### src/hw/tqch_map.svh
// constants of the torque compare and hold block: limits, timing, reset values
// assumes a single 25 MHz system clock
`ifndef TQCH_MAP_SVH
`define TQCH_MAP_SVH

// ----------------------------------------
// clock and hold timing
// ----------------------------------------
`define TQCH_CLK_NS 40
`define TQCH_T_HOLD_NS 1000000

// ----------------------------------------
// signed limit range of the timing window
// ----------------------------------------
`define TQCH_LIM_MAX 18'sh1869f
`define TQCH_LIM_MIN (-18'sh1869f)

// ----------------------------------------
// reset values
// ----------------------------------------
`define TQCH_TIM_HI_RST `TQCH_LIM_MAX
`define TQCH_TIM_LO_RST `TQCH_LIM_MIN
`define TQCH_CMP_RST 1'b0
`define TQCH_VAL_RST 18'sh00000

`endif

### src/hw/tqch_pkg.sv
// types of the torque compare and hold block
// assumes the constants of tqch_map.svh
package tqch_pkg;

	typedef enum logic [2:0] {
		TQCH_HM_OFF = 3'h0,
		TQCH_HM_SAMPLE = 3'h1,
		TQCH_HM_PEAK = 3'h2,
		TQCH_HM_BOTTOM = 3'h3,
		TQCH_HM_PP = 3'h4,
		TQCH_HM_AVG = 3'h5,
		TQCH_HM_ANGLE = 3'h6
	} tqch_hold_mode_t;

	typedef enum logic [1:0] {
		TQCH_SEC_WHOLE = 2'h0,
		TQCH_SEC_EXT = 2'h1,
		TQCH_SEC_EXT_TIME = 2'h2,
		TQCH_SEC_LVL_TIME = 2'h3
	} tqch_sect_t;

	typedef enum logic [2:0] {
		TQCH_CT_ALL = 3'h0,
		TQCH_CT_STABLE = 3'h1,
		TQCH_CT_NZ_OFF = 3'h2,
		TQCH_CT_STABLE_NZ = 3'h3,
		TQCH_CT_HOLD = 3'h4
	} tqch_cmp_time_t;

	typedef enum logic [2:0] {
		TQCH_ST_TRACK = 3'h1,
		TQCH_ST_DETECT = 3'h2,
		TQCH_ST_DECIDED = 3'h4
	} tqch_hold_st_t;

endpackage

### src/hw/tqch_sync.sv
// two-stage synchroniser for external control pins
// assumes inputs asynchronous to sys_clk
`timescale 1ns/100ps
`default_nettype none
module tqch_sync #(
	parameter int W = 2
) (
	// clock and reset
	input wire logic sys_clk,
	input wire logic rst,
	// pins in, synchronised levels out
	input wire logic [W-1:0] pin_in,
	output logic [W-1:0] sync_out
);

	logic [W-1:0] meta_ff;

	// ----------------------------------------
	// one pair of flops per bit
	// ----------------------------------------
	// first stage feeds only the second stage
	for (genvar i = 0; i < W; i++) begin : g_bit
		always_ff @(posedge sys_clk or posedge rst) begin
			if (rst) begin
				meta_ff[i] <= 1'b0;
				sync_out[i] <= 1'b0;
			end else begin
				meta_ff[i] <= pin_in[i];
				sync_out[i] <= meta_ff[i];
			end
		end
	end

endmodule
`default_nettype wire

### src/hw/tqch_limit_cmp.sv
// HI/OK/LO limit comparator with registered, held results
// assumes value and limits on the same clock
`timescale 1ns/100ps
`default_nettype none
`include "tqch_map.svh"
module tqch_limit_cmp #(
	parameter int VW = 18
) (
	// clock and reset
	input wire logic sys_clk,
	input wire logic rst,
	// value, limits and evaluate strobe
	input wire logic signed [VW-1:0] value,
	input wire logic signed [VW-1:0] hi_lim,
	input wire logic signed [VW-1:0] lo_lim,
	input wire logic evaluate,
	// judgement
	output logic hi_ff,
	output logic ok_ff,
	output logic lo_ff
);

	logic nxt_hi, nxt_ok, nxt_lo;

	always_comb begin
		nxt_hi = hi_ff;
		nxt_ok = ok_ff;
		nxt_lo = lo_ff;
		// skipped evaluations keep the last judgement
		if (evaluate) begin
			nxt_hi = value > hi_lim;
			nxt_lo = value < lo_lim;
			nxt_ok = !(value > hi_lim) && !(value < lo_lim);
		end
	end

	always_ff @(posedge sys_clk or posedge rst) begin
		if (rst) begin
			hi_ff <= `TQCH_CMP_RST;
			ok_ff <= `TQCH_CMP_RST;
			lo_ff <= `TQCH_CMP_RST;
		end else begin
			hi_ff <= nxt_hi;
			ok_ff <= nxt_ok;
			lo_ff <= nxt_lo;
		end
	end

endmodule
`default_nettype wire

### src/hw/tqch_top.sv
// torque compare and hold: comparison gating, timing/sign output, torque hold
// assumes indicated values and status flags arrive from logic on sys_clk;
// track/hold and section come from pins and are synchronised here
//
// Summary of operation
// - timing 0: compare torque on every value
// - timing 1: compare only while stable
// - timing 3: stable and near-zero off
// - timing 4: compare only when hold decided
// - speed compare continuous or torque-gated
// - second aux: timing or negative sign
// - timing output: live torque inside window
// - window limits span -99999 to 99999
// - hold mode codes 0 to 6
// - sample hold: whole or external section
// - peak/bottom holds: whole or external section; timer methods act as external
// - sample holds value at section start
// - peak holds most positive value
// - bottom holds most negative value
// - whole section: held within 1.0ms
// - release returns to tracking within 1.0ms
// - section start begins detection within 1.0ms
// - section end decides hold within 1.0ms
// - undetermined section: judge follows, end flag on
// - HI above, LO below, else OK
`timescale 1ns/100ps
`default_nettype none
`include "tqch_map.svh"
module tqch_top #(
	parameter int VW = 18,
	parameter int unsigned HOLD_RST_CYC = (`TQCH_T_HOLD_NS + `TQCH_CLK_NS - 1) / `TQCH_CLK_NS
) (
	// clock and reset
	input wire logic sys_clk,
	input wire logic rst,
	// measurement stream
	input wire logic signed [VW-1:0] torque_value,
	input wire logic torque_valid,
	input wire logic signed [VW-1:0] speed_value,
	input wire logic speed_valid,
	input wire logic stable_flag,
	input wire logic near_zero,
	// external control pins
	input wire logic track_hold_pin,
	input wire logic section_pin,
	// settings
	input wire tqch_pkg::tqch_cmp_time_t torque_cmp_timing,
	input wire logic speed_cmp_sync,
	input wire logic aux_sel_sign,
	input wire logic abs_marked,
	input wire tqch_pkg::tqch_hold_mode_t hold_mode,
	input wire tqch_pkg::tqch_sect_t section_method,
	// limits
	input wire logic signed [VW-1:0] torque_hi_lim,
	input wire logic signed [VW-1:0] torque_lo_lim,
	input wire logic signed [VW-1:0] speed_hi_lim,
	input wire logic signed [VW-1:0] speed_lo_lim,
	input wire logic signed [VW-1:0] timing_hi_lim,
	input wire logic signed [VW-1:0] timing_lo_lim,
	// judgement
	output logic torque_hi,
	output logic torque_ok,
	output logic torque_lo,
	output logic speed_hi,
	output logic speed_ok,
	output logic speed_lo,
	output logic aux_output_second,
	// hold status and indicated value
	output logic hold_end,
	output logic hold_decided,
	output logic signed [VW-1:0] indicated_value
);
	import tqch_pkg::*;

	localparam int CW = $clog2(HOLD_RST_CYC + 1);

	// ----------------------------------------
	// pin synchronisation
	// ----------------------------------------
	logic [1:0] pins_sync;
	logic th_lvl, sec_lvl;

	tqch_sync #(
		.W(2)
	) u_sync (
		.sys_clk(sys_clk),
		.rst(rst),
		.pin_in({section_pin, track_hold_pin}),
		.sync_out(pins_sync)
	);

	assign th_lvl = pins_sync[0];
	assign sec_lvl = pins_sync[1];

	// ----------------------------------------
	// setting decode
	// ----------------------------------------
	logic hold_on, use_ext;
	logic signed [VW-1:0] tim_hi, tim_lo;

	// pp, average and angle holds are not built here; they behave as off
	always_comb begin
		unique case (hold_mode)
			TQCH_HM_SAMPLE, TQCH_HM_PEAK, TQCH_HM_BOTTOM: hold_on = 1'b1;
			default: hold_on = 1'b0;
		endcase
		// sample knows only whole and external sections
		if (hold_mode == TQCH_HM_SAMPLE) begin
			use_ext = section_method == TQCH_SEC_EXT;
		end else begin
			// timer-based sections fall back to the plain external section
			use_ext = section_method != TQCH_SEC_WHOLE;
		end
		// a high window limit above the span and a low limit below it are clamped to its ends
		tim_hi = timing_hi_lim > `TQCH_LIM_MAX ? `TQCH_LIM_MAX : timing_hi_lim;
		tim_lo = timing_lo_lim < `TQCH_LIM_MIN ? `TQCH_LIM_MIN : timing_lo_lim;
	end

	// ----------------------------------------
	// hold state machine
	// ----------------------------------------
	tqch_hold_st_t st_ff, nxt_st;
	logic th_d_ff, nxt_th_d, sec_d_ff, nxt_sec_d;
	logic [CW-1:0] rst_cnt_ff, nxt_rst_cnt;
	logic signed [VW-1:0] hold_val_ff, nxt_hold_val;
	logic th_rise, th_fall, sec_rise, sec_fall, rst_done;

	assign th_rise = th_lvl && !th_d_ff;
	assign th_fall = !th_lvl && th_d_ff;
	assign sec_rise = sec_lvl && !sec_d_ff;
	assign sec_fall = !sec_lvl && sec_d_ff;
	assign rst_done = rst_cnt_ff == CW'(HOLD_RST_CYC);

	always_comb begin
		nxt_st = st_ff;
		nxt_th_d = th_lvl;
		nxt_sec_d = sec_lvl;
		nxt_hold_val = hold_val_ff;
		nxt_rst_cnt = '0;
		// a hold reset counts only while track/hold stays high
		if (th_lvl && !rst_done) begin
			nxt_rst_cnt = rst_cnt_ff + CW'(1);
		end else if (th_lvl) begin
			nxt_rst_cnt = rst_cnt_ff;
		end
		unique case (st_ff)
			TQCH_ST_TRACK: begin
				nxt_hold_val = torque_value;
				if (hold_on && ((!use_ext && th_lvl) || (use_ext && sec_rise))) begin
					nxt_st = TQCH_ST_DETECT;
				end
			end
			TQCH_ST_DETECT: begin
				if (torque_valid) begin
					if (hold_mode == TQCH_HM_PEAK && torque_value > hold_val_ff) begin
						nxt_hold_val = torque_value;
					end
					if (hold_mode == TQCH_HM_BOTTOM && torque_value < hold_val_ff) begin
						nxt_hold_val = torque_value;
					end
				end
				// sample keeps the value caught on entry
				if (!hold_on) begin
					nxt_st = TQCH_ST_TRACK;
				end else if (!use_ext && !th_lvl) begin
					nxt_st = TQCH_ST_TRACK;
				end else if (use_ext && sec_fall) begin
					nxt_st = TQCH_ST_DECIDED;
				end
			end
			TQCH_ST_DECIDED: begin
				if (!hold_on || !use_ext) begin
					nxt_st = TQCH_ST_TRACK;
				end else if (sec_rise) begin
					// new section restarts detection without a reset
					nxt_st = TQCH_ST_DETECT;
					nxt_hold_val = torque_value;
				end else if (th_lvl && rst_done) begin
					nxt_st = TQCH_ST_TRACK;
				end
			end
		endcase
	end

	always_ff @(posedge sys_clk or posedge rst) begin
		if (rst) begin
			st_ff <= TQCH_ST_TRACK;
			th_d_ff <= 1'b0;
			sec_d_ff <= 1'b0;
			rst_cnt_ff <= '0;
			hold_val_ff <= `TQCH_VAL_RST;
		end else begin
			st_ff <= nxt_st;
			th_d_ff <= nxt_th_d;
			sec_d_ff <= nxt_sec_d;
			rst_cnt_ff <= nxt_rst_cnt;
			hold_val_ff <= nxt_hold_val;
		end
	end

	// ----------------------------------------
	// indicated value and hold flags
	// ----------------------------------------
	logic signed [VW-1:0] nxt_ind;
	logic nxt_he, nxt_dec, is_decided;
	logic ind_valid_ff, nxt_ind_valid;

	// whole section has no deciding phase; a held value counts as decided
	assign is_decided = (st_ff == TQCH_ST_DECIDED) || (st_ff == TQCH_ST_DETECT && !use_ext);

	always_comb begin
		// shows the next hold value, so the judge one cycle on never misses the newest sample
		nxt_ind = st_ff == TQCH_ST_TRACK ? torque_value : nxt_hold_val;
		nxt_he = st_ff != TQCH_ST_TRACK;
		nxt_dec = is_decided;
		nxt_ind_valid = torque_valid;
	end

	always_ff @(posedge sys_clk or posedge rst) begin
		if (rst) begin
			indicated_value <= `TQCH_VAL_RST;
			hold_end <= 1'b0;
			hold_decided <= 1'b0;
			ind_valid_ff <= 1'b0;
		end else begin
			indicated_value <= nxt_ind;
			hold_end <= nxt_he;
			hold_decided <= nxt_dec;
			ind_valid_ff <= nxt_ind_valid;
		end
	end

	// ----------------------------------------
	// comparison gating
	// ----------------------------------------
	logic gate, torque_eval, speed_eval;

	always_comb begin
		unique case (torque_cmp_timing)
			TQCH_CT_ALL: gate = 1'b1;
			TQCH_CT_STABLE: gate = stable_flag;
			TQCH_CT_NZ_OFF: gate = !near_zero;
			TQCH_CT_STABLE_NZ: gate = stable_flag && !near_zero;
			TQCH_CT_HOLD: gate = hold_decided;
			default: gate = 1'b1;
		endcase
		// judged against the indicated value, one cycle after it updates
		torque_eval = ind_valid_ff && gate;
		speed_eval = speed_valid && (!speed_cmp_sync || gate);
	end

	tqch_limit_cmp #(
		.VW(VW)
	) u_tq_cmp (
		.sys_clk(sys_clk),
		.rst(rst),
		.value(indicated_value),
		.hi_lim(torque_hi_lim),
		.lo_lim(torque_lo_lim),
		.evaluate(torque_eval),
		.hi_ff(torque_hi),
		.ok_ff(torque_ok),
		.lo_ff(torque_lo)
	);

	tqch_limit_cmp #(
		.VW(VW)
	) u_sp_cmp (
		.sys_clk(sys_clk),
		.rst(rst),
		.value(speed_value),
		.hi_lim(speed_hi_lim),
		.lo_lim(speed_lo_lim),
		.evaluate(speed_eval),
		.hi_ff(speed_hi),
		.ok_ff(speed_ok),
		.lo_ff(speed_lo)
	);

	// ----------------------------------------
	// timing window and second aux output
	// ----------------------------------------
	logic tim_ff, nxt_tim, nxt_aux;

	always_comb begin
		nxt_tim = tim_ff;
		// uses live torque; the hold never affects the window
		if (torque_valid) begin
			nxt_tim = torque_value >= tim_lo && torque_value <= tim_hi;
		end
		// sign mark needs the marked absolute display to be chosen
		nxt_aux = aux_sel_sign ? (torque_value < 0 && abs_marked) : nxt_tim;
	end

	always_ff @(posedge sys_clk or posedge rst) begin
		if (rst) begin
			tim_ff <= 1'b0;
			aux_output_second <= 1'b0;
		end else begin
			tim_ff <= nxt_tim;
			aux_output_second <= nxt_aux;
		end
	end

endmodule
`default_nettype wire

### config.mk
export PLATFORM = sky130hd
export DESIGN_NAME = tqch_top
export DESIGN_NICKNAME = d
export VERILOG_FILES = /design/src/hw/tqch_pkg.sv /design/src/hw/tqch_sync.sv /design/src/hw/tqch_limit_cmp.sv /design/src/hw/tqch_top.sv
export VERILOG_INCLUDE_DIRS = /design/src /design/src/hw
export SDC_FILE = /design/constraint.sdc
export NUM_CORES = 1
export LEC_CHECK = 0
export BUFFER_PORTS_ARGS = -buffer_cell sky130_fd_sc_hd__clkbuf_2
export CAP_MARGIN = 20
export CORE_ASPECT_RATIO = 1.2
export CORE_MARGIN = 2
export CORE_UTILIZATION = 30
export CTS_CLUSTER_DIAMETER = 30
export DETAILED_ROUTE_END_ITERATION = 10
export GPL_TIMING_DRIVEN = 0
export PLACE_DENSITY_LB_ADDON = 0.08
export SYNTH_ARGS = -nofsm -noshare
export SYNTH_HDL_FRONTEND = slang
export SYNTH_SLANG_ARGS = --single-unit
### constraint.sdc
create_clock -name sys_clk -period 3.3 [get_ports sys_clk]
set_clock_uncertainty 0.05 [all_clocks]
set_input_delay 0 -clock sys_clk [delete_from_list [all_inputs] [get_ports sys_clk]]
set_output_delay 0 -clock sys_clk [all_outputs]
set_load 0.1 [all_outputs]
After elaboration in Yosys (flattened, before gate mapping)
Index checks and enable logic that the tools add are counted.
{"block": "totals", "wordCells": 111, "reg_bits": 70}
{"block": "op_classes", "reduce_logical": 38, "n_mux": 24, "eq_ne": 17, "n_lt_le_gt_ge": 11, "add_sub_neg": 1}
{"cell": "$mux 18", "count": 8}
{"cell": "$gt 18x18->1", "count": 3}
{"cell": "$lt 18x18->1", "count": 3}
{"cell": "$pmux 18 s3", "count": 1}
{"cell": "$mux 15", "count": 2}
{"cell": "$mux 3", "count": 7}
{"cell": "$logic_and 1x1->1", "count": 19}
{"cell": "$ge 18x18->1", "count": 1}
{"cell": "$gt 18x18->1 const B", "count": 1}
{"cell": "$le 18x18->1", "count": 1}
{"cell": "$lt 18x1->1 const B", "count": 1}
{"cell": "$lt 18x18->1 const B", "count": 1}
{"cell": "$add 15x1->15 const B", "count": 1}
{"cell": "$eq 15x15->1 const B", "count": 1}
{"cell": "$eq 3x2->1 const B", "count": 5}
{"cell": "$logic_not 1->1", "count": 12}
{"cell": "$eq 3x1->1 const B", "count": 3}
{"cell": "$pmux 3 s3", "count": 1}
{"cell": "$ne 4x4->1 const B", "count": 2}
{"cell": "$eq 3x3->1 const B", "count": 2}
{"cell": "$logic_or 1x1->1", "count": 4}
{"cell": "$mux 1", "count": 4}
{"cell": "$ne 2x2->1 const B", "count": 2}
{"cell": "$pmux 1 s4", "count": 1}
{"cell": "other kinds (5)", "count": 5}

Longest topological paths before layout
Gate-level depths: netlist of the first run.
{"block": "depth", "depth_word": 8, "mapped_depth": 16, "ltp_nobuf": 15}

Hierarchy
From an unflattened synthesis of the first run, not the netlist that was laid out.
{"block": "unflattened", "cells_unflattened": 694, "hier_area_um2": 6358.6}
{"module": "tqch_top", "area_each_um2": 4202.8, "cells_each": 421, "seq_area_each_um2": 1502.7, "instances": 1}
{"module": "tqch_limit_cmp (u_sp_cmp)", "area_each_um2": 1028.5, "cells_each": 135, "seq_area_each_um2": 75.1, "instances": 1}
{"module": "tqch_limit_cmp (u_tq_cmp)", "area_each_um2": 1023.5, "cells_each": 133, "seq_area_each_um2": 75.1, "instances": 1}
{"module": "tqch_sync", "area_each_um2": 103.8, "cells_each": 5, "seq_area_each_um2": 100.1, "instances": 1}

Least setup slack after synthesis of the first run
No wires, ideal clock.
{"block": "synth_path", "kind": "input -> register", "startpoint": "input port timing_lo_lim[4]", "endpoint": "register aux_output_second", "required_ps": 3167, "arrival_time_ps": 2860, "setup_ps": 83, "path_slack_ps": 307, "path_stages": 16, "path_buffers": 1, "path_cell_list": "or3_1 > o311a_1 > o21ai_0 > a21oi_1 > o31ai_1 > ha_1 > clkbuf_1 > or2_2 > ha_1 > nand2b_1 > a21oi_1 > o21ai_0 > a21oi_1 > o31ai_1 > nand3b_1 > o21ai_0"}
{"block": "synth_via", "elab_chain_len": 6}
{"element": "from (decl)", "line_no": "tqch_top.sv:59", "text": "input wire logic signed [VW-1:0] timing_lo_lim,"}
{"element": "$lt 18x18->1 (no line)"}
{"element": "$mux 18 (*)", "line_no": "tqch_top.sv:116", "text": "tim_lo = timing_lo_lim < `TQCH_LIM_MIN ? `TQCH_LIM_MIN : timing_lo_lim;"}
{"element": "$ge 18x18->1 (*)", "line_no": "tqch_top.sv:289", "text": "nxt_tim = torque_value >= tim_lo && torque_value <= tim_hi;"}
{"element": "$logic_and 1x1->1 (*)", "line_no": "tqch_top.sv:289"}
{"element": "$mux 1 (*)", "line_no": "tqch_top.sv:288", "text": "if (torque_valid) begin"}
{"element": "$mux 1 (*)", "line_no": "tqch_top.sv:292", "text": "nxt_aux = aux_sel_sign ? (torque_value < 0 && abs_marked) : nxt_tim;"}
{"element": "via nxt_aux", "line_no": "tqch_top.sv:283", "text": "logic tim_ff, nxt_tim, nxt_aux;"}
{"element": "to (signal assigned)", "line_no": "tqch_top.sv:301", "text": "aux_output_second <= nxt_aux;"}
{"element": "to (decl)", "line_no": "tqch_top.sv:67", "text": "output logic aux_output_second,"}
The timed path passes the listed nets; every way through them passes the cells marked *.
A chain may end at the register's enable or synchronous reset.

Worst setup path after layout of the first run
Ends and elaborated chain as after synthesis.

==> impl_metrics.yaml, run 1 <==
global_route:
  grt_pass1_vias: 5648
  top_usage_layer: "met2"
  use_met1_pct: 18.3
  met2_usage_pct: 28.6
  grt.total_usage_pct: 15.8
  grt_pass1_wl_um: 27200
  use_met3_pct: 2.62
  antenna_found_initial: 0
  grt_max_degree: 66
  grt.overflow.total: 0
logic_synthesis:
  ys_types: 60
  netlist_area_mm2: 0.00641
  ys_warn_count: 0
  ys_seq_area_share_pct: 27.3
  syn_area_per_cell_um2: 9.27
  synth_edf_count: 0
  synth_async_sr_flop_share_pct: 100
  syn-num-nets: 982
  synth-seq-cells: 70
  netlist_instances: 692
  ys.flop_type: "dfrtp_1"
sta:
  setup_violations: 0
  fmax_mhz: 329
  rsz0062_at_grt: "true"
  drv_slew: 0
  hold_viol: 0
  max_slew.worst_pin.slew_ns: 0.870
  fin_crit_ns: 3.04
  fin_hold_ws_ns: 0.0420
  finalCritPeriodShare_pct: 92.0
  relSlewSlack_pct: 40.5
cts:
  clk_latency_ns: 0.35
  cts-root-buf: "clkbuf_16"
  path_clk_slew_ns: 0.07
  cts_max_path_buffers: 2
  htreeDepth: 3
  cts_tree: "yes"
  numCtsBuffers: 9
  clock-sinks: 70
final_layout:
  insertedDiodeCount: 0
  seqCellArea_mm2: 0.00175
  finalNonFillerCells: 1196
  multi_input_area_mm2: 0.00418
  fin_area_mm2: 0.00831
  fillCellCount: 2180
  nets: 1211
  layout-drive-gt1-share_pct: 29.8
  area_delta_synth_final_pct: 29.6
floorplan:
  num_io_pins: 190
  initial_utilization_pct: 30.6
  die_area_mm2: 0.0226
  num_rows: 58
  core_mm2: 0.0210
  die_h_um: 164
  dieWidth_um: 137
routing:
  drc_errors: 0
  first_iter_violations: 165
  avgRoutedWirePerCell_um: 14.5
  drt-vias-per-instance: 4.63
  dr.pass1.iters: 4
  antenna_left: 0
  vias: 5541
  wirelength_um: 17300
pwr:
  leakagePower_nw: 4.56
  p_per_area_mw_per_mm2: 758
  ir_worst_vdd_mv: 0.341
placement:
  port_buffers: 189
  place_congestion: 0.817
  placed_area_mm2: 0.00773
  dp.cells: 1152
  hpwl_um: 14800
worst_setup_path:
  end_kind: "flop"
  cp-start-kind: "input pin"
  ff2ff_setup_slack_ns: 0.35
  reg2reg_depth: 11
  path_class: "in2reg"
  required_ns: 3.52
  crit_fanout: 11
  r2r_start: "hold_val_ff[17]"
  reg2reg_to: "indicated_value[16]"
  cp_data_arrival_time_ns: 3.26
worst_hold_path:
  hp-class: "in2async"
run_status:
  status: "complete, no violations"
flow_run:
  drv_cap: 0
-- placed cells by master (no fill, tap or decap), drive strengths merged, types with 20 or more instances in the layout --
cell / count
dfrtp: 69
mux2: 40
o21ai: 33
dlygate4sd3: 24
a21oi: 34
nand4: 24
inv: 118
ha: 127
a21o: 25
nand2b: 20
nor2: 39
clkbuf: 200
nand2: 35
-- registers in the layout, summed over array words and instances, names as in the netlist --
register,count
st_ff,3
hold_decided,1
u_tq_cmp.hi_ff,1
u_sync.meta_ff,2
u_sync.sync_out,2
u_tq_cmp.lo_ff,1
indicated_value,18
tim_ff,1
ind_valid_ff,1
hold_end,1
u_sp_cmp.hi_ff,1
rst_cnt_ff,15
sec_d_ff,1
aux_output_second,1
u_tq_cmp.ok_ff,1
hold_val_ff,18
u_sp_cmp.lo_ff,1
u_sp_cmp.ok_ff,1
-- how the worst max path moves through the flow --
stage	end	from	cells after the start
3_5_place_dp	aux_output_second	timing_lo_lim[4]	17
5_1_grt	aux_output_second	timing_lo_lim[4]	16
3_3_place_gp	aux_output_second	timing_lo_lim[4]	17
6_report	aux_output_second	timing_lo_lim[4]	16
4_1_cts	aux_output_second	timing_lo_lim[4]	16
2_1_floorplan	aux_output_second	timing_lo_lim[4]	16
-- metrics by stage --
step | TNS (ns) | util [%] | power, mW | setup WS, ns
floorplan | 0 | - | 4.44 | 0.307
global placement | -1.10 | 36.7 | 5.28 | -0.588
detailed placement | -1.13 | 36.8 | 5.29 | -0.592
CTS | 0 | 39.4 | 6.30 | 0.0442
global route | -0.0321 | 39.6 | 6.76 | -0.0321
finish | 0 | 39.6 | 6.30 | 0.264
-- area by class of cell --
class / count / area share, %
Clock inverter: 7 / 0.738
Buffer: 6 / 0.692
Inverter: 114 / 5.18
Clock buffer: 9 / 2.71
Timing Repair Buffer: 219 / 15.2
Sequential cell: 70 / 21.1
Multi-Input combinational cell: 501 / 50.3
Tap cell: 270 / 4.06
-- kinds of logic after synthesis --
kind of cell / share of synthesized area [%]
mux: 8.93
compound gates: 14.4
simple gates: 15.4
flops: 27.3
fa+ha+maj: 24.8
xor+xnor: 1.50
buf+inv: 7.63
-- metal layers --
layer / routed length [um] / up-vias / part of all wire (%)
li1: - / 2903 / -
met1: 7350 / 2480 / 42
met5: 0 / - / 0
met3: 941 / 21 / 5.4
met2: 8680 / 137 / 50
met4: 373 / 0 / 2.2
-- what timing repair did --
item	in CTS	in global routing
hold buffers	24	0
endpoints found under the setup margin	2	32
pin swaps	0	2
endpoints found under the hold margin	110	0
resized for setup	1	2
gates cloned	0	0
buffers inserted	0	5
-- power by group --
group          switching, mW  internal (mW)  leakage (nW)  total, mW
clock network          0.422          0.523         0.135      0.945
logic                   2.35           1.57          3.57       3.92
registers              0.272           1.17         0.854       1.44
-- worst max-delay path: stages --
cell      delay (ns)
clkbuf_2        0.09
or3_1           0.40
o311a_1         0.30
o21ai_0         0.18
a21oi_1         0.10
o31ai_1         0.23
ha_2            0.37
or2_2           0.30
ha_1            0.27
nand2b_1        0.09
a21oi_1         0.06
o21ai_0         0.20
a21oi_1         0.13
o31ai_2         0.28
nand3b_1        0.11
o21ai_0         0.15
-- synthesized netlist by cell type, types with 2 or more instances --
master,n,share of area [%]
ha_1,127,25
inv_1,114,6.7
dfrtp_1,69,27
nor2_1,39,2.3
nand2_1,35,2.0
o21ai_0,33,2.6
a21oi_1,32,2.5
mux2_4,30,7.0
a21o_1,25,2.9
nand4_1,23,2.2
nand2b_1,20,2.0
and2_1,11,1.1
nor3_1,11,0.86
mux2_2,10,1.8
a211oi_1,9,1.1
nand3_1,9,0.70
nor2b_1,9,0.88
xnor2_1,6,0.82
or2_2,5,0.49
xor2_1,5,0.68
o31ai_1,4,0.47
or3_1,4,0.39
a2111oi_0,3,0.41
a21boi_0,3,0.35
a221oi_1,3,0.41
buf_8,3,0.70
clkbuf_1,3,0.18
nor3b_1,3,0.35
o2111a_1,3,0.53
a21oi_2,2,0.27
a31oi_1,2,0.20
and3_1,2,0.20
and4_1,2,0.27
o211ai_1,2,0.23
o22ai_1,2,0.20
o31a_1,2,0.27
or3b_2,2,0.27
or4_1,2,0.23
or4bb_1,2,0.35
Power figures use the tool's default switching activity.
==> inputs of run 2 (changes only) <==
ABC_AREA = 1   (was default)
==> run 2 against run 1 <==
Via count grew 13%. Global-route usage grew 0.40 points. Count of clock-buffer cells in the layout rose by 1. Fmax up 11%. Wire length rose by 4.7%. Cell area increased by 2.0%. Utilization decreased by 0.32 points. Area after synthesis grew 1.8%. Power shrank 10%. Synthesized cell count increased by 32%. Die area rose by 1.8%. Critical path type unchanged.
==> impl_metrics.yaml, run 2 <==
cts:
  clk_latency_ns: 0.33
  path_clk_slew_ns: 0.06
  htreeDepth: 3
  numCtsBuffers: 9
  cts_max_path_buffers: 2
  cts-root-buf: "clkbuf_16"
  cts_tree: "yes"
  clock-sinks: 70
  postCtsSetupBuffers: 0
worst_setup_path:
  reg2reg_depth: 18
  cp_data_arrival_time_ns: 2.92
  end_kind: "flop"
  cp-start-kind: "input pin"
  reg2reg_to: "indicated_value[9]"
  r2r_start: "hold_val_ff[17]"
  required_ns: 3.48
  crit_fanout: 10
  ff2ff_setup_slack_ns: 0.93
  path_class: "in2reg"
sta:
  fin_crit_ns: 2.74
  setup_tns_ns: 0
  rsz0062_at_grt: "false"
  max_slew.worst_pin.slew_ns: 0.806
  hold_viol: 0
  finalCritPeriodShare_pct: 82.9
  fin_hold_ws_ns: 0.0532
  drv_slew: 0
  fmax_mhz: 365
  fin_ws_ns: 0.563
  setup_violations: 0
  relSlewSlack_pct: 46.1
placement:
  post-place-ws_ns: -0.153
  dp.cells: 1374
  hpwl_um: 15800
  port_buffers: 189
  place_congestion: 0.798
  placed_area_mm2: 0.00785
global_route:
  grt_pass1_wl_um: 30000
  grt_pass1_vias: 6239
  grt.overflow.total: 0
  grt.total_usage_pct: 16.2
  grt_max_degree: 66
  antenna_found_initial: 0
routing:
  first_iter_violations: 184
  dr.pass1.iters: 6
  drt-vias-per-instance: 4.42
  drc_errors: 0
  wirelength_um: 18200
  avgRoutedWirePerCell_um: 12.8
  vias: 6264
  antenna_left: 0
logic_synthesis:
  synth_async_sr_flop_share_pct: 100
  ys.flop_type: "dfrtp_1"
  syn_area_per_cell_um2: 7.18
  synthTopCellsByArea: "dfrtp_1, ha_1, nand2_1"
  ys_warn_count: 0
  synth_edf_count: 0
  yosys.area.top_type: "dfrtp_1"
  netlist.area_leader.share_pct: 26.4
  synth_common_cells: "nand2_1, inv_1, ha_1, nor2_1, dfrtp_1"
  syn-num-nets: 1200
  netlist_instances: 910
  ys_types: 37
  ys_seq_area_share_pct: 26.8
  netlist_area_mm2: 0.00653
  synth-seq-cells: 70
  yosysMostFrequentCell: "nand2_1"
final_layout:
  finalNonFillerCells: 1416
  layout-drive-gt1-share_pct: 20.3
  insertedDiodeCount: 0
  reg_top3: "hold_val_ff x18, indicated_value x18, rst_cnt_ff x15"
  area_delta_synth_final_pct: 29.8
  fin_area_mm2: 0.00848
  nets: 1428
  layout_commonest_cell: "nand2_1"
  mostFrequentLayoutCells: "nand2_1, clkbuf_2, inv_1, ha_1, nor2_1"
  final_util_pct: 39.3
  fillCellCount: 2337
floorplan:
  core_mm2: 0.0216
  num_io_pins: 190
  die_area_mm2: 0.0230
  dieWidth_um: 139
  die_h_um: 166
  num_rows: 59
  initial_utilization_pct: 30.3
flow_run:
  drv_cap: 0
pwr:
  p_per_area_mw_per_mm2: 669
  p_total_mw: 5.67
  ir_worst_vdd_mv: 0.719
  leakagePower_nw: 5.08
worst_hold_path:
  hp-class: "in2async"
run_status:
  status: "complete, no violations"
==> run 2: cell type report <==
cell class	instances	area, um2	share of cell area (%)
Clock buffer	10	239	2.82
Buffer	6	53.8	0.635
Sequential cell	70	1750	20.7
Multi-Input combinational cell	660	4070	48.0
Inverter	173	656	7.74
Tap cell	274	343	4.04
Clock inverter	5	106	1.25
Timing Repair Buffer	218	1250	14.8
==> run 2: routing by layer <==
layer / track usage, % / vias up / share of wire [%]
met5: 0 / - / 0
met4: 4.26 / 0 / 1.3
met3: 2.46 / 14 / 4.8
met2: 28.9 / 149 / 49
met1: 20.3 / 2702 / 45
li1: - / 3399 / -
==> run 2: where the power goes <==
part,internal [mW],switching [mW]
Clock,0.757,0.376
Combinational,0.880,2.34
Sequential,1.13,0.186
Total,2.77,2.90
==> run 2: cells by family after synthesis <==
logic type / Yosys count / share of synthesized area [%]
AO/OA/AOI/OAI: 117 / 9.90
adder cells (fa/ha/maj): 127 / 24.3
buffers and inverters: 180 / 10.8
flip-flops: 70 / 26.8
AND/OR/NAND/NOR: 416 / 28.1
==> run 2: worst max path at each step <==
stage                                 from                 to  depth (start not counted)
after detailed placement  timing_lo_lim[3]  aux_output_second                         25
final                     timing_lo_lim[3]  aux_output_second                         24
after global placement    timing_lo_lim[3]  aux_output_second                         25
after floorplan           timing_lo_lim[0]  aux_output_second                         24
after CTS                 timing_lo_lim[3]  aux_output_second                         25
after global routing      timing_lo_lim[3]  aux_output_second                         24
==> run 2: repair_timing <==
action | in CTS | in global routing
hold endpoints to repair | 112 | 0
endpoints found under the setup margin | 0 | 1
resized for setup | 0 | 1
hold buffers | 28 | 0
==> run 2: critical path, stage by stage <==
cell and delay (ns):
clkbuf_2 0.10, nor2_1 0.04, nand3_1 0.07, a31oi_1 0.08, o21ai_0 0.24, nand4_1 0.13
nand2_1 0.09, nand2_1 0.05, ha_1 0.48, clkinvlp_4 0.29, nand2_1 0.12, ha_1 0.24
a21oi_1 0.15, nor2_1 0.05, nor3_1 0.12, nand2_1 0.09, nand2_1 0.08, nand3_1 0.07
nand2_1 0.06, nand3_1 0.08, nand3_1 0.09, nand2_1 0.08, nand2_1 0.06, nand2_1 0.04
==> inputs of run 3 (changes only) <==
ABC_AREA = 0   (was 1)
clock period = 2.61 ns   (was 3.3 ns; I/O delays follow)
==> run 3 against run 2 <==
The run now ends with negative hold slack, negative setup slack left. First-iteration DRC count shrank 4.3%. Wire length grew 1.2%. Non-clock buffer count grew 23. Via count shrank 8.4%. Critical path depth shrank 13. Global-route usage grew 0.49 points. Sequential power grew 36%. Power grew 56%. Register-to-register slack lost 1.1 ns. Critical path type is now reg2reg. Largest power group unchanged.
==> impl_metrics.yaml, run 3 (synthesis gave the netlist of run 1 again) <==
final_layout:
  area_delta_synth_final_pct: 36.9
  nets: 1233
  multi_input_area_mm2: 0.00437
  layout-drive-gt1-share_pct: 34.2
  fillCellCount: 2164
  seqCellArea_mm2: 0.00176
  layout_commonest_cell: "clkbuf_2"
  fin_area_mm2: 0.00878
  reg_top3: "hold_val_ff x18, indicated_value x18, rst_cnt_ff x15"
  final_util_pct: 41.9
  mostFrequentLayoutCells: "clkbuf_2, ha_1, inv_1, dfrtp_1, nor2_1"
  insertedDiodeCount: 0
cts:
  clk_latency_ns: 0.33
  numCtsBuffers: 9
  path_clk_slew_ns: 0.06
  clock-sinks: 70
  cts_max_path_buffers: 2
  cts-root-buf: "clkbuf_16"
  cts_tree: "yes"
  htreeDepth: 3
pwr:
  ir_worst_vdd_mv: 0.477
  p_per_area_mw_per_mm2: 1010
  power.net_switching_mw: 4.07
  switching_share_pct: 46.0
  combPwrFrac_pct: 66.9
  intPower_mw: 4.78
  leakagePower_nw: 4.78
  pwr-share-seq_pct: 20.3
  pwr-share-clk_pct: 12.8
worst_hold_path:
  hp-class: "in2reg"
  holdCritStartpoint: "torque_value[15]"
worst_setup_path:
  crit_fanout: 5
  cp-start-kind: "flop"
  end_kind: "flop"
  required_ns: 2.77
  startpoint: "hold_val_ff[7]"
  cp_data_arrival_time_ns: 2.97
  r2r_start: "hold_val_ff[7]"
  path_class: "reg2reg"
global_route:
  grt_max_degree: 54
  grt_pass1_vias: 5959
  grt_pass1_wl_um: 29100
  grt.overflow.total: 0
  grt.total_usage_pct: 16.7
  antenna_found_initial: 0
routing:
  avgRoutedWirePerCell_um: 15.1
  vias: 5740
  drc_errors: 0
  wirelength_um: 18400
  dr.pass1.iters: 4
  antenna_left: 0
  first_iter_violations: 176
  drt-vias-per-instance: 4.71
sta:
  max_slew.worst_pin.slew_ns: 0.838
  fmax_mhz: 355
  setup_tns_ns: -6.68
  hold_viol: 1
  finalCritPeriodShare_pct: 108
  fin_crit_ns: 2.81
  setup_violations: 38
  fin_hold_ws_ns: -0.00418
  rsz0062_at_grt: "true"
  drv_slew: 0
  relSlewSlack_pct: 42.7
  fin_ws_ns: -0.204
floorplan:
  num_io_pins: 190
  core_mm2: 0.0210
  dieWidth_um: 137
  die_h_um: 164
  die_area_mm2: 0.0226
  initial_utilization_pct: 30.6
  num_rows: 58
placement:
  hpwl_um: 14800
  place_congestion: 0.771
  post-place-ws_ns: -0.972
  placed_area_mm2: 0.00775
  port_buffers: 189
run_status:
  status: "finished, violations left"
  violations: "negative hold slack, negative setup slack"
flow_run:
  drv_cap: 0
==> run 3: cell types whose count changed in the layout (fill, tap and decap cells not counted), sizes merged, moves of 8 or more <==
| cell | change |
|---|---|
| a211oi | +8 |
| a21oi | -23 |
| and2 | +10 |
| a21o | +22 |
| nor2b | +9 |
| buf | +28 |
| nand3 | -46 |
| mux2 | +40 |
| nand2 | -191 |
| nand2b | +20 |
| nor2 | -53 |
| inv | -58 |
==> run 3: cell type report <==
class                      count  area share [%]
multi-input combinational    501            49.7
clock buffer                  10            2.61
clock inverter                 6           0.442
tap                          270            3.85
sequential                    70            20.0
inverter                     114            4.90
buffer                         7            1.07
timing repair buffer         240            17.4
==> run 3: path summary, 6_finish.rpt <==
path / to / slack (ns) / cells past startpoint
min in group asynchronous: rst_cnt_ff[13] / 0.12 / 3
max in group asynchronous: indicated_value[5] / 1.80 / 4
worst min-delay path: hold_val_ff[15] / -0.004 / 2
worst min register to register: u_sync.sync_out[0] / 0.30 / 0
worst max-delay path: hold_val_ff[4] / -0.20 / 11
worst max register to register: hold_val_ff[4] / -0.20 / 11
==> run 3: per-stage QoR <==
| stage | std cells | power, mW | hold slack, ns |
|---|---|---|---|
| finish | 1218 | 8.85 | -0.00418 |
| global route | 1218 | 9.46 | 0.0121 |
| CTS | 1213 | 8.72 | 0.0000736 |
| detailed placement | 1152 | 6.71 | -0.0817 |
| global placement | 1151 | 6.71 | 0.0593 |
| floorplan | 692 | 5.63 | -0.0186 |
==> run 3: worst max-delay path: stages, from the launching register on <==
cell	delay [ns]
dfrtp_1	0.39
inv_2	0.07
ha_4	0.20
a21o_1	0.15
a221o_1	0.35
a21oi_2	0.18
o211ai_2	0.13
mux2_4	0.33
o32ai_4	0.19
clkbuf_16	0.24
buf_12	0.12
mux2_4	0.29
==> run 3: what timing repair did <==
action                     4_1_cts  5_1_grt
gates cloned                     3        1
resized for setup               31       20
hold endpoints to repair       106        0
pin swaps                       18       10
setup buffers                   18        4
hold buffers                    24        0
setup endpoints to repair       41       42
==> run 3: power groups by stage <==
stage	registers [mW]	logic [mW]	clock network, mW
3_5_place_dp	1.85	4.87	0
6_report	1.80	5.92	1.13
3_3_place_gp	1.84	4.86	0
2_1_floorplan	3.10	2.53	0
5_1_grt	1.87	6.36	1.23
4_1_cts	1.81	5.73	1.18
==> run 3: per-layer routing <==
layer / GRT usage, % / share of wire, % / routed length, um
met5: 0 / 0 / 0
met4: 4.26 / 1.4 / 255
met3: 2.53 / 4.7 / 870
met2: 31.5 / 52 / 9550
met1: 19.3 / 42 / 7690
